**config.mk**
```make
export PLATFORM = sky130hd
export DESIGN_NAME = kr_sequencer_control_regs
export DESIGN_NICKNAME = d
export VERILOG_FILES = /design/src/seqctl_pkg.sv /design/src/kr_sequencer_control_regs.sv /design/src/seq_restart_pulse.sv
export SDC_FILE = /design/constraint.sdc
export NUM_CORES = 1
export LEC_CHECK = 0
export BUFFER_PORTS_ARGS = -buffer_cell sky130_fd_sc_hd__buf_4
export CAP_MARGIN = 20
export CORE_MARGIN = 4
export CORE_UTILIZATION = 38
export CTS_CLUSTER_SIZE = 28
export DETAILED_ROUTE_END_ITERATION = 6
export GPL_ROUTABILITY_DRIVEN = 0
export GPL_TIMING_DRIVEN = 0
export PLACE_DENSITY = 0.84
export SLEW_MARGIN = 20
export SYNTH_ARGS = -nofsm -noshare
export SYNTH_HDL_FRONTEND = slang
export SYNTH_SLANG_ARGS = --single-unit
export TNS_END_PERCENT = 100
```
**constraint.sdc**
```tcl
create_clock -name MCLK -period 1.8 [get_ports MCLK]
set_clock_uncertainty 0.1 [all_clocks]
set_input_delay 0 -clock MCLK [delete_from_list [all_inputs] [get_ports MCLK]]
set_output_delay 0 -clock MCLK [all_outputs]
set_load 0.01 [all_outputs]
```
**src/seqctl_pkg.sv**
```systemverilog
// Purpose: Shared constants and carriers for the link sequencer control bank.
// Assumes: One word-addressed management space with 32-bit data.
// Notes: Offsets are word addresses.
package seqctl_pkg;

  localparam int ADDR_W = 8;
  localparam int DATA_W = 32;

  localparam logic [ADDR_W-1:0] SEQ_CTRL_ADDR = 8'hb0;
  localparam logic [ADDR_W-1:0] SEQ_STAT_ADDR = 8'hb1;
  localparam logic [ADDR_W-1:0] KR_SPACE_LO = 8'hb0;
  localparam logic [ADDR_W-1:0] KR_SPACE_HI = 8'hff;

  localparam int RESTART_BIT = 0;
  localparam int AN_TMR_OFF_BIT = 1;
  localparam int LF_TMR_OFF_BIT = 2;
  localparam int FORCE_LSB = 4;
  localparam int FORCE_MSB = 6;
  localparam int FEC_ADV_BIT = 16;
  localparam int FEC_ERR_BIT = 17;

  localparam int LINK_UP_BIT = 0;
  localparam int AN_TIMEOUT_BIT = 1;

  localparam logic [DATA_W-1:0] CTRL_RESET = 32'h0000_0000;
  localparam logic [DATA_W-1:0] UNMAPPED_READ = 32'h0000_0000;

  typedef enum logic [2:0] {
    FORCE_NONE = 3'h0,
    FORCE_GIGE = 3'h1,
    FORCE_10GR = 3'h4,
    FORCE_10GKR = 3'h5
  } force_mode_t;

  typedef struct packed {
    logic negotiation_timer_off;
    logic fault_timer_off;
    logic [2:0] protocol_force_select;
    logic fec_capability_advertise;
    logic fec_error_report_enable;
  } ctrl_fields_t;

  typedef struct packed {
    logic link_up_status;
    logic negotiation_timeout_flag;
  } seq_status_t;

endpackage
```
**src/kr_sequencer_control_regs.sv**
```systemverilog
// Purpose: Control and status words of the backplane link sequencer.
// Assumes: One management port, word addressed, one-cycle read latency.
// Notes: Restart self-clears, so it always reads back as zero.
`timescale 1ns/1ps
`default_nettype none
module kr_sequencer_control_regs
  import seqctl_pkg::*;
#(
  parameter bit FEC_ABILITY_AT_RESET = 1'b0
)(
  input wire logic MCLK,
  input wire logic RST,
  input wire logic [ADDR_W-1:0] ADDRESS,
  input wire logic WRITE,
  input wire logic READ,
  input wire logic [DATA_W-1:0] WRITEDATA,
  output logic [DATA_W-1:0] READDATA,
  output logic READVALID,
  input wire logic LINK_UP_STATUS,
  input wire logic NEGOTIATION_TIMEOUT_FLAG,
  input wire logic SEQ_AN_RESTARTED,
  output logic SEQ_RESTART,
  output logic [2:0] SEQ_FORCE_MODE,
  output logic AN_TIMER_OFF,
  output logic LF_TIMER_OFF,
  output logic FEC_ADVERTISE,
  output logic FEC_ERR_TO_PCS
);

  typedef struct packed {
    ctrl_fields_t ctrl;
    seq_status_t stat;
    logic [DATA_W-1:0] rdata;
    logic rvalid;
  } bank_state_t;

  bank_state_t st;
  bank_state_t next_st;
  logic wr_ctrl;
  logic restart_req;
  logic in_space;

  // Only the two implemented words decode; the rest of the space reads zero.
  assign in_space = (ADDRESS >= KR_SPACE_LO) && (ADDRESS <= KR_SPACE_HI);
  assign wr_ctrl = WRITE && (ADDRESS == SEQ_CTRL_ADDR);
  assign restart_req = wr_ctrl && WRITEDATA[RESTART_BIT];

  always_comb begin
    next_st = st;
    next_st.rvalid = READ;
    next_st.rdata = UNMAPPED_READ;
    if (wr_ctrl) begin
      next_st.ctrl.negotiation_timer_off = WRITEDATA[AN_TMR_OFF_BIT];
      next_st.ctrl.fault_timer_off = WRITEDATA[LF_TMR_OFF_BIT];
      next_st.ctrl.protocol_force_select =
        WRITEDATA[FORCE_MSB:FORCE_LSB];
      next_st.ctrl.fec_capability_advertise = WRITEDATA[FEC_ADV_BIT];
      next_st.ctrl.fec_error_report_enable = WRITEDATA[FEC_ERR_BIT];
    end
    next_st.stat.link_up_status = LINK_UP_STATUS;
    // A new timeout in the restart cycle wins, so no event is lost.
    if (NEGOTIATION_TIMEOUT_FLAG) begin
      next_st.stat.negotiation_timeout_flag = 1'b1;
    end else if (SEQ_AN_RESTARTED) begin
      next_st.stat.negotiation_timeout_flag = 1'b0;
    end
    if (READ && in_space) begin
      if (ADDRESS == SEQ_CTRL_ADDR) begin
        next_st.rdata[AN_TMR_OFF_BIT] = st.ctrl.negotiation_timer_off;
        next_st.rdata[LF_TMR_OFF_BIT] = st.ctrl.fault_timer_off;
        next_st.rdata[FORCE_MSB:FORCE_LSB] = st.ctrl.protocol_force_select;
        next_st.rdata[FEC_ADV_BIT] = st.ctrl.fec_capability_advertise;
        next_st.rdata[FEC_ERR_BIT] = st.ctrl.fec_error_report_enable;
        next_st.rdata[RESTART_BIT] = 1'b0;
      end else if (ADDRESS == SEQ_STAT_ADDR) begin
        next_st.rdata[LINK_UP_BIT] = st.stat.link_up_status;
        next_st.rdata[AN_TIMEOUT_BIT] = st.stat.negotiation_timeout_flag;
        next_st.rdata[FEC_ADV_BIT] = st.ctrl.fec_capability_advertise;
        next_st.rdata[FEC_ERR_BIT] = st.ctrl.fec_error_report_enable;
      end
    end
  end

  always_ff @(posedge MCLK) begin
    if (RST) begin
      st <= '0;
      st.ctrl.fec_capability_advertise <= FEC_ABILITY_AT_RESET;
    end else begin
      st <= next_st;
    end
  end

  seq_restart_pulse u_restart (
    .clk(MCLK),
    .rst(RST),
    .restart_req(restart_req),
    .mode_in(WRITEDATA[FORCE_MSB:FORCE_LSB]),
    .restart_pulse(SEQ_RESTART),
    .mode_applied(SEQ_FORCE_MODE)
  );

  assign AN_TIMER_OFF = st.ctrl.negotiation_timer_off;
  assign LF_TIMER_OFF = st.ctrl.fault_timer_off;
  assign FEC_ADVERTISE = st.ctrl.fec_capability_advertise;
  assign FEC_ERR_TO_PCS = st.ctrl.fec_error_report_enable;
  assign READDATA = st.rdata;
  assign READVALID = st.rvalid;

  a_restart_pulse: assert property (@(posedge MCLK) disable iff (RST)
    restart_req |=> SEQ_RESTART ##1 !SEQ_RESTART || $past(restart_req))
    else $error("Restart pulse not one cycle after the write.");
  a_restart_cause: assert property (@(posedge MCLK) disable iff (RST)
    SEQ_RESTART |-> $past(restart_req))
    else $error("Restart issued without a write.");
  a_an_timer: assert property (@(posedge MCLK) disable iff (RST)
    wr_ctrl |=> AN_TIMER_OFF == $past(WRITEDATA[AN_TMR_OFF_BIT]))
    else $error("Negotiation timer gate did not follow the write.");
  a_lf_timer: assert property (@(posedge MCLK) disable iff (RST)
    wr_ctrl |=> LF_TIMER_OFF == $past(WRITEDATA[LF_TMR_OFF_BIT]))
    else $error("Fault timer gate did not follow the write.");
  a_force_apply: assert property (@(posedge MCLK) disable iff (RST)
    restart_req |=> SEQ_FORCE_MODE == st.ctrl.protocol_force_select)
    else $error("Forced protocol not applied with restart.");
  a_fec_err: assert property (@(posedge MCLK) disable iff (RST)
    wr_ctrl |=> FEC_ERR_TO_PCS == $past(WRITEDATA[FEC_ERR_BIT]))
    else $error("FEC error report enable did not follow the write.");
  a_reset_zero: assert property (@(posedge MCLK)
    $past(RST) |-> !AN_TIMER_OFF && !LF_TIMER_OFF && !SEQ_RESTART)
    else $error("Control bits not zero after reset.");
  a_timeout_hold: assert property (@(posedge MCLK) disable iff (RST)
    st.stat.negotiation_timeout_flag && !SEQ_AN_RESTARTED
    |=> st.stat.negotiation_timeout_flag)
    else $error("Timeout flag dropped without a restart.");
  a_restart_rd0: assert property (@(posedge MCLK) disable iff (RST)
    READ && ADDRESS == SEQ_CTRL_ADDR |=> !READDATA[RESTART_BIT])
    else $error("Restart bit read back as one.");
  a_link_ready: assert property (@(posedge MCLK) disable iff (RST)
    READ && ADDRESS == SEQ_STAT_ADDR
    |=> READDATA[LINK_UP_BIT] == $past(st.stat.link_up_status))
    else $error("Link ready read back wrong.");

endmodule
`default_nettype wire

```
**src/seq_restart_pulse.sv**
```systemverilog
// Purpose: Turns a restart write into one-cycle pulse and latches the mode.
// Assumes: Write strobe is synchronous to MCLK.
// Notes: The force mode seen by the sequencer changes only here.
`timescale 1ns/1ps
`default_nettype none
module seq_restart_pulse
  import seqctl_pkg::*;
(
  input wire logic clk,
  input wire logic rst,
  input wire logic restart_req,
  input wire logic [2:0] mode_in,
  output logic restart_pulse,
  output logic [2:0] mode_applied
);

  typedef struct packed {
    logic pulse;
    logic [2:0] mode;
  } rp_state_t;

  rp_state_t st;
  rp_state_t next_st;

  always_comb begin
    next_st = st;
    next_st.pulse = restart_req;
    if (restart_req) begin
      next_st.mode = mode_in;
    end
  end

  always_ff @(posedge clk) begin
    if (rst) begin
      st <= '0;
    end else begin
      st <= next_st;
    end
  end

  assign restart_pulse = st.pulse;
  assign mode_applied = st.mode;

  a_mode_holds: assert property (@(posedge clk) disable iff (rst)
    !restart_req |=> mode_applied == $past(mode_applied))
    else $error("Applied force mode changed without a restart.");

endmodule
`default_nettype wire

```
==> metrics.csv, run 1 <==
metric;value;unit
outcome;finished clean;
Cell Area, Synth;1100;um^2
clk slew on worst S/H paths;130;ps
initial antenna violation count;0;
Max stage delay on crit path;530;ps
Critical Path RT;1940;ps
placed insts;205;
CTS root buffer;clkbuf_4;
area delta synth->final;54.83;%
drt drc;0;
setup TNS;0;ps
Clock Latency Late Sink;310;ps
P per Cell Area;608.4;nW/um^2
fin. max-slew vios;0;
GR Overflow Total;0;
#FFs+latches synth;22;
die area;3819;um^2
YS warnings;0;
io pins;88;
Tmin final;1606;ps
mux contribution to synthesized area;10.01;%
WHS;12.99;ps
Max Buffers Root-to-Sink;2;
ys async rst share;0;%
average size of a mapped cell;9.733;um^2
ys flop type;dfxtp_1;
Cell variety after synth;20;
total CTS buffers;3;
Final #Nets;240;
Fmax;622.6;MHz
CTS sink count;22;
EDFF count, synth;0;
drt pass-1 iters;4;
Mapped Cells;113;
Crit. End Element;flip-flop;
detailed placement HPWL;1.725;mm
row cnt;19;
die width;61.80;um
Initial DRC Count;18;
largest net degree at the start of global routing;14;
# diodes;0;
slowest CP cell;dlygate4sd3_1;
compound-cell area share of the yosys netlist;0.4551;%
CORE AREA;2758;um^2
Port Buffer Count;38;
DR vias;872;
post-synthesis xor/xnor area fraction;0;%
CP Launch Type;input pin;
Final Cycle Share;89.24;%
Crit path arrival time;1750;ps
Worst Tran Pin Value;611.3;ps
Max Cap Viol;0;
Initial Utilization;39.88;%
fill cell count;251;
design area;1703;um^2
Seq/Total Area, Yosys;40.05;%
met1 GRT Util;14.16;%
Crit Path Class;in -> reg;
Pwr Total;1.036;mW
total track usage;13.27;%
final cell count without fillers;223;
global routing met2 resource utilization;24.81;%
RSZ-0062 raised after global routing;no;
P_leak;0.8401;nW
H-Tree Depth;1;
grt met3 use;1.240;%
r2r setup slk;530;ps
Post-Synth Adder-Cell Area;0;%
maximum VDD drop;544.3;uV
vias in the first global route;836;
Die H;61.80;um
worst min-delay path class;in -> reg;
combinational family with the most area after synthesis;buffers and inverters;
Antenna Nets Post-Route;0;
Simple-Gate Fraction of Synth Area;23.55;%
CTS tree;yes;
Slew headroom;58.93;%
Placed Instance Area;1510;um^2
postcts setup bufs;0;
final hold viol count;0;
final wirelength;2.377;mm
first-pass GRT wire length;3.663;mm
share of layout cells above drive strength 1;41.15;%
Wirelength per Cell;10.66;um
post-DR vias/cell;3.910;
worst-path maximum fanout;9;
Final Setup Violations;0;
ordered list of cells on the worst path;dlygate4sd3_1, clkbuf_1, nand3b_1, nor3_1, mux2i_1;
most used routing layer;met2;
-- metal layers --
metal / vias up / wire length [um]
li1: 461 / -
met2: 32 / 1287
met5: - / 0
met3: 6 / 166
met4: 0 / 63
met1: 373 / 859
-- Yosys cell counts (2+ instances only) --
library cell	instances	share of area [%]
nand2b_1	17	9.7
clkbuf_1	4	1.4
nand3b_1	2	1.4
nor2b_1	2	1.1
nor3b_1	4	2.7
inv_1	4	1.4
dfxtp_1	22	40
nor2_1	5	1.7
buf_4	32	22
mux2i_1	11	10
-- state kept, by name, summed over array words and instances, names as in the netlist --
signal	count
AN_TIMER_OFF	1
FEC_ADVERTISE	1
FEC_ERR_TO_PCS	1
LF_TIMER_OFF	1
READDATA	8
READVALID	1
st	5
u_restart.mode_applied	3
u_restart.restart_pulse	1
-- repair_timing --
action                    CTS  global route
hold buffers               14             0
hold endpoints to repair   15             0
gates resized for setup     0             0
-- cell type report --
class	instances	area, um^2	share of cell area [%]
Multi-Input combinational cell	73	464.2	27.26
Sequential cell	22	440.4	25.86
Timing Repair Buffer	52	425.4	24.98
Buffer	37	266.5	15.65
Tap cell	31	38.79	2.278
Clock inverter	1	30.03	1.763
Clock buffer	3	22.52	1.323
Inverter	4	15.01	0.8817
-- layout by cell type, fill, tap and decap left out, drive strengths merged, types with 4 or more instances in the layout --
cell type	instances
conb	24
buf	71
dfxtp	22
dlygate4sd3	14
nor3b	5
nor2	5
inv	4
mux2i	11
clkbuf	7
nand2b	17
-- worst paths after layout --
kind         cells after the start  startpoint                         to
min                              4  ADDRESS[3]               LF_TIMER_OFF
max reg2reg                      3      st[33]                     st[33]
min reg2reg                      2      st[34]                READDATA[0]
max                              5  ADDRESS[0]  u_restart.mode_applied[2]
-- worst max-delay path, delay by kind of cell --
family,cells,cell delay (ps)
AND/OR/NAND/NOR,2,710
buffers and inverters,2,770
multiplexers,1,260
-- through the flow --
stage / utilization, % / setup slack [ps]
floorplan: - / 301.9
global route: 61.75 / 66.81
global placement: 54.76 / 112.4
CTS: 61.75 / 191.7
detailed placement: 54.76 / 103.4
finish: 61.75 / 193.8
-- where the power goes --
part           total [mW]  internal [mW]  switching [mW]
combinational       0.163         0.0994          0.0632
sequential          0.492          0.491         0.00126
clock               0.381          0.225           0.156
total                1.04          0.815           0.221
-- logic make-up after synthesis --
kind of cell / count (synthesis)
compound gates: 1
buf+inv: 41
flops: 22
mux: 11
other cells: 1
simple gates: 37
Note: power is estimated with default switching activity, not from simulation.
==> run 2, diff against run 1 <==
Settings changed: BUFFER_PORTS_ARGS -buffer_cell sky130_fd_sc_hd__buf_4 to -buffer_cell sky130_fd_sc_hd__clkbuf_2, CTS_CLUSTER_DIAMETER set to 200.
==> run 2 against run 1 <==
  * Global-route usage decreased by 0.76 points
  * Count of clock-buffer cells in the layout unchanged
  * Combinational power decreased by 9.8%
  * Final area decreased by 5.6%
  * First-iteration DRC count decreased by 61%
  * Register-to-register slack got worse by 70 ps
  * Power decreased by 1.8%
  * Non-clock buffer count unchanged
  * Final cell count unchanged
  * Critical path type unchanged
  * Highest routed layer unchanged
==> metrics.csv, run 2 (synthesis gave the netlist of run 1 again) <==
metric;value;unit;change
outcome;finished clean;;
die width;61.80;um;unchanged
vias in the first global route;861;;+3.0%
Final #Nets;240;;unchanged
ordered list of cells on the worst path;dlygate4sd3_1, clkbuf_1, nand3b_1, nor3_1, mux2i_1;;
Crit Path Class;in -> reg;;
fill cell count;267;;+6.4%
final hold viol count;0;;unchanged
Antenna Nets Post-Route;0;;unchanged
P per Cell Area;632.6;nW/um^2;+4.0%
Max stage delay on crit path;540;ps;about the same
Initial DRC Count;7;;-11
most common cell after layout, fill and taps aside;clkbuf_2;;
DR vias;862;;-1.1%
Crit path arrival time;1680;ps;-70 ps
setup TNS;0;ps;unchanged
Worst R2R End;st[33];;
GR Overflow Total;0;;unchanged
worst-path maximum fanout;9;;unchanged
Initial Utilization;39.88;%;unchanged
Critical Path RT;1940;ps;about the same
# diodes;0;;unchanged
Final Cycle Share;85.77;%;-3.5 points
Hold Path Stages;4;;unchanged
final wirelength;2.187;mm;-8.0%
CTS sink count;22;;unchanged
CP Launch Type;input pin;;
CTS root buffer;clkbuf_4;;
CORE AREA;2758;um^2;unchanged
fin util;58.30;%;-3.4 points
commonest non-fill, non-tap cells in the layout;clkbuf_2, buf_4, conb_1;;
die area;3819;um^2;unchanged
post_cts resized;0;;unchanged
Fmax;647.7;MHz;+4.0%
worst min-delay path class;in -> reg;;
largest net degree at the start of global routing;14;;unchanged
Place WS;129.2;ps;+25.76 ps
Reg2Reg Depth;3;;unchanged
initial antenna violation count;0;;unchanged
share of layout cells above drive strength 1;41.15;%;unchanged
Final WS setup;256.1;ps;+62.33 ps
Reg area;440.4;um^2;unchanged
Clock Latency Late Sink;310;ps;about the same
r2r setup slk;460;ps;-70 ps
Max Buffers Root-to-Sink;2;;unchanged
drt drc;0;;unchanged
clk slew on worst S/H paths;120;ps;about the same
total track usage;12.51;%;-0.76 points
io pins;88;;unchanged
H-Tree Depth;1;;unchanged
total CTS buffers;3;;unchanged
Max Cap Viol;0;;unchanged
WHS;6.590;ps;-6.401 ps
RSZ-0062 raised after global routing;no;;
fin. max-slew vios;0;;unchanged
area taken by multi-input logic gates;464.2;um^2;unchanged
drt pass-1 iters;4;;unchanged
Min-Delay Endpoint;u_restart.mode_applied[1];;
Worst Tran Pin Value;539.4;ps;-71.90 ps
slowest CP cell;dlygate4sd3_1;;
Wirelength per Cell;9.807;um;-8.0%
detailed placement HPWL;1.664;mm;-3.5%
Crit. End Element;flip-flop;;
row cnt;19;;unchanged
P_leak;0.8128;nW;-3.3%
max reg flops;8;;unchanged
post-DR vias/cell;3.865;;-1.1%
worst reg2reg startpoint;st[33];;
Port Buffer Count;38;;unchanged
area delta synth->final;46.19;%;
CTS tree;yes;;
maximum VDD drop;503.9;uV;-7.4%
Tmin final;1544;ps;-62.33 ps
postcts setup bufs;0;;unchanged
Slew headroom;63.76;%;+4.8 points
first-pass GRT wire length;3.567;mm;-2.6%
Final Setup Violations;0;;unchanged
Die H;61.80;um;unchanged
hold path start;WRITE;;
run 2: power breakdown:
part | total [mW] | switching (mW) | internal, mW
Combinational | 0.147 | 0.0609 | 0.0861
Sequential | 0.492 | 0.00123 | 0.491
Clock | 0.378 | 0.153 | 0.225
Total | 1.02 | 0.215 | 0.802
run 2: layout make-up:
type	count	share of cell area (%)
multi-input combinational	73	28.87
sequential	22	27.39
timing repair buffer	52	20.54
buffer	37	16.58
tap	31	2.412
clock inverter	1	1.868
clock buffer	3	1.401
inverter	4	0.9339
run 2: worst max-delay path by stage:
stage	from	endpoint	slack, ps	depth (start not counted)
finish	ADDRESS[0]	u_restart.mode_applied[0]	260	5
floorplan	ADDRESS[1]	st[37]	300	4
detailed placement	ADDRESS[1]	READDATA[5]	130	5
global route	ADDRESS[0]	u_restart.mode_applied[1]	130	5
CTS	ADDRESS[0]	u_restart.mode_applied[0]	250	5
global placement	ADDRESS[1]	READDATA[6]	170	5
run 2: critical path, delay by kind of cell:
| family | cells | cell delay, ps |
|---|---|---|
| muxes | 1 | 250 |
| and+or+nand+nor | 2 | 650 |
| buffers and inverters | 2 | 780 |
run 2: metrics by stage:
step | power [mW] | area, um^2 | cells
detailed placement | 0.6231 | 1415 | 205
CTS | 1.018 | 1608 | 223
finish | 1.017 | 1608 | 223
floorplan | 0.5928 | 1186 | 136
global placement | 0.6219 | 1415 | 205
global route | 1.057 | 1608 | 223
run 2: metal layers:
| metal | GRT usage (%) | share of wire (%) | vias up |
|---|---|---|---|
| li1 | - | - | 460 |
| met1 | 12.42 | 35 | 368 |
| met2 | 25.86 | 57 | 30 |
| met3 | 1.446 | 6.7 | 4 |
| met4 | 4.545 | 1.4 | 0 |
| met5 | 0 | 0 | - |
run 2: what timing repair did:
| action | CTS | global route |
|---|---|---|
| endpoints found under the setup margin | 0 | 0 |
| hold endpoints to repair | 15 | 0 |
| hold buffers | 14 | 0 |
==> run 3, diff against run 2 <==
--- a/config.mk
+++ b/config.mk
@@ -10,3 +10,4 @@
 export CORE_MARGIN = 4
-export CORE_UTILIZATION = 38
+export CORE_UTILIZATION = 40
+export CTS_BUF_LIST = sky130_fd_sc_hd__clkbuf_4 sky130_fd_sc_hd__clkbuf_8
 export CTS_CLUSTER_DIAMETER = 200
@@ -16,3 +17,3 @@
 export GPL_TIMING_DRIVEN = 0
-export PLACE_DENSITY = 0.84
+export PLACE_DENSITY = 0.88
 export SLEW_MARGIN = 20
--- a/constraint.sdc
+++ b/constraint.sdc
@@ -4,2 +4,2 @@
 set_output_delay 0 -clock MCLK [all_outputs]
-set_load 0.01 [all_outputs]
+set_load 0.005 [all_outputs]
==> run 3 against run 2 <==
  * Final cell count is the same
  * Die area shrank 4.4%
  * Setup slack lost 27 ps
  * Via count grew 0.35%
  * Utilization grew 4.6 points
  * Count of clock-buffer cells in the layout grew 1
  * Sequential share of layout area grew 0.13 points
==> metrics.csv, run 3 (synthesis gave the netlist of run 1 again) <==
metric;value;unit;change
clk slew on worst S/H paths;120;ps;about the same
initial antenna violation count;0;;unchanged
Crit path arrival time;1710;ps;+30 ps
io pins;88;;unchanged
Max Buffers Root-to-Sink;2;;unchanged
RSZ-0062 raised after global routing;no;;
CORE AREA;2545;um^2;-7.7%
drt drc;0;;unchanged
Max stage delay on crit path;540;ps;about the same
die width;60.44;um;-2.2%
r2r setup slk;540;ps;+80 ps
maximum VDD drop;320.8;uV;-36%
CTS sink count;22;;unchanged
Critical path buffers and inverters;2;;unchanged
CTS tree;yes;;
Initial DRC Count;14;;+7
vias in the first global route;856;;-0.58%
Final Setup Violations;0;;unchanged
Initial Utilization;43.22;%;+3.3 points
largest net degree at the start of global routing;13;;-1
Clock Latency Late Sink;310;ps;about the same
# diodes;0;;unchanged
row cnt;18;;-1
DR vias;865;;+0.35%
P_leak;0.8100;nW;-0.34%
Pwr Total;0.8961;mW;-12%
Die H;60.44;um;-2.2%
postcts setup bufs;0;;unchanged
detailed placement HPWL;1.677;mm;+0.79%
Antenna Nets Post-Route;0;;unchanged
total CTS buffers;3;;unchanged
drt pass-1 iters;4;;unchanged
fin. max-slew vios;0;;unchanged
CTS root buffer;clkbuf_4;;
fin util;62.88;%;+4.6 points
CP Launch Type;input pin;;
Critical Path RT;1940;ps;about the same
worst min-delay path class;in -> reg;;
Wirelength per Cell;9.883;um;+0.78%
Crit path max-delay family;buffers and inverters;;
H-Tree Depth;1;;unchanged
die area;3652;um^2;-4.4%
Tmin final;1571;ps;+27.13 ps
Max Cap Viol;0;;unchanged
Crit. End Element;flip-flop;;
setup TNS;0;ps;unchanged
worst-path maximum fanout;9;;unchanged
Final #Nets;241;;+0.42%
commonest non-fill, non-tap cells in the layout;clkbuf_2, buf_4, conb_1;;
share of layout cells above drive strength 1;40.93;%;-0.21 points
max reg flops;8;;unchanged
post_cts resized;0;;unchanged
ordered list of cells on the worst path;dlygate4sd3_1, clkbuf_1, nand3b_1, nor3_1, mux2i_1;;
outcome;finished clean;;
final hold viol count;0;;unchanged
fill cell count;242;;-9.4%
Fmax;636.5;MHz;-1.7%
Worst Tran Pin Value;568.3;ps;+28.91 ps
final wirelength;2.204;mm;+0.78%
post-DR vias/cell;3.879;;+0.35%
P per Cell Area;559.9;nW/um^2;-11%
most common cell after layout, fill and taps aside;clkbuf_2;;
total track usage;13.46;%;+0.95 points
slowest CP cell;dlygate4sd3_1;;
Port Buffer Count;38;;unchanged
area delta synth->final;45.51;%;
GR Overflow Total;0;;unchanged
first-pass GRT wire length;3.684;mm;+3.3%
Slew headroom;61.82;%;-1.9 points
Crit Path Class;in -> reg;;
Final Cycle Share;87.28;%;+1.5 points
==> run 3: path summary, 6_finish.rpt <==
| kind | from | to | depth (start not counted) |
|---|---|---|---|
| worst max-delay path | ADDRESS[0] | u_restart.mode_applied[2] | 5 |
| worst min register to register | st[34] | READDATA[0] | 2 |
| worst max register to register | st[33] | st[33] | 3 |
| worst min-delay path | ADDRESS[3] | AN_TIMER_OFF | 4 |
==> run 3: layer usage <==
metal / GRT usage [%] / share of wire [%]
met5: 0 / 0
met4: 7.430 / 2.7
met3: 0.8511 / 7.1
met2: 25.62 / 53
met1: 14.68 / 37
==> run 3: metrics by stage <==
stage | hold WS (ps) | instances | cell area (um^2) | setup slack, ps
6_report | 23.16 | 223 | 1600 | 229.0
5_1_grt | 20.20 | 223 | 1600 | 111.1
4_1_cts | 11.07 | 223 | 1600 | 224.5
3_5_place_dp | 113.6 | 204 | 1414 | 148.9
3_3_place_gp | 110.5 | 204 | 1414 | 175.0
2_1_floorplan | -21.50 | 136 | 1186 | 301.9
==> run 3: power by group <==
part / switching, mW / leakage [nW] / internal (mW) / total [mW]
Combinational: 0.0500 / 0.611 / 0.0866 / 0.137
Clock: 0.144 / 0.0210 / 0.124 / 0.267
Sequential: 0.00140 / 0.178 / 0.491 / 0.492
Total: 0.195 / 0.810 / 0.701 / 0.896
==> run 3: worst min-delay path: cells and delay by family <==
family / cells / cell delay, ps
buffers and inverters: 1 / 80
multiplexers: 1 / 110
AND/OR/NAND/NOR: 2 / 210
==> run 3: final cells by class <==
type	count	area [um^2]	share of cell area, %
plain buffers	37	266.5	16.65
clock buffers	4	36.28	2.267
inverters	4	15.01	0.9382
multi-input cells	73	464.2	29.01
flip-flops and latches	22	440.4	27.52
well taps	30	37.54	2.346
repair buffers	53	340.3	21.27
==> run 3: timing repair <==
| action | 4_1_cts | 5_1_grt |
|---|---|---|
| setup endpoints to repair | 0 | 0 |
| hold endpoints to repair | 15 | 0 |
| hold buffers | 15 | 0 |
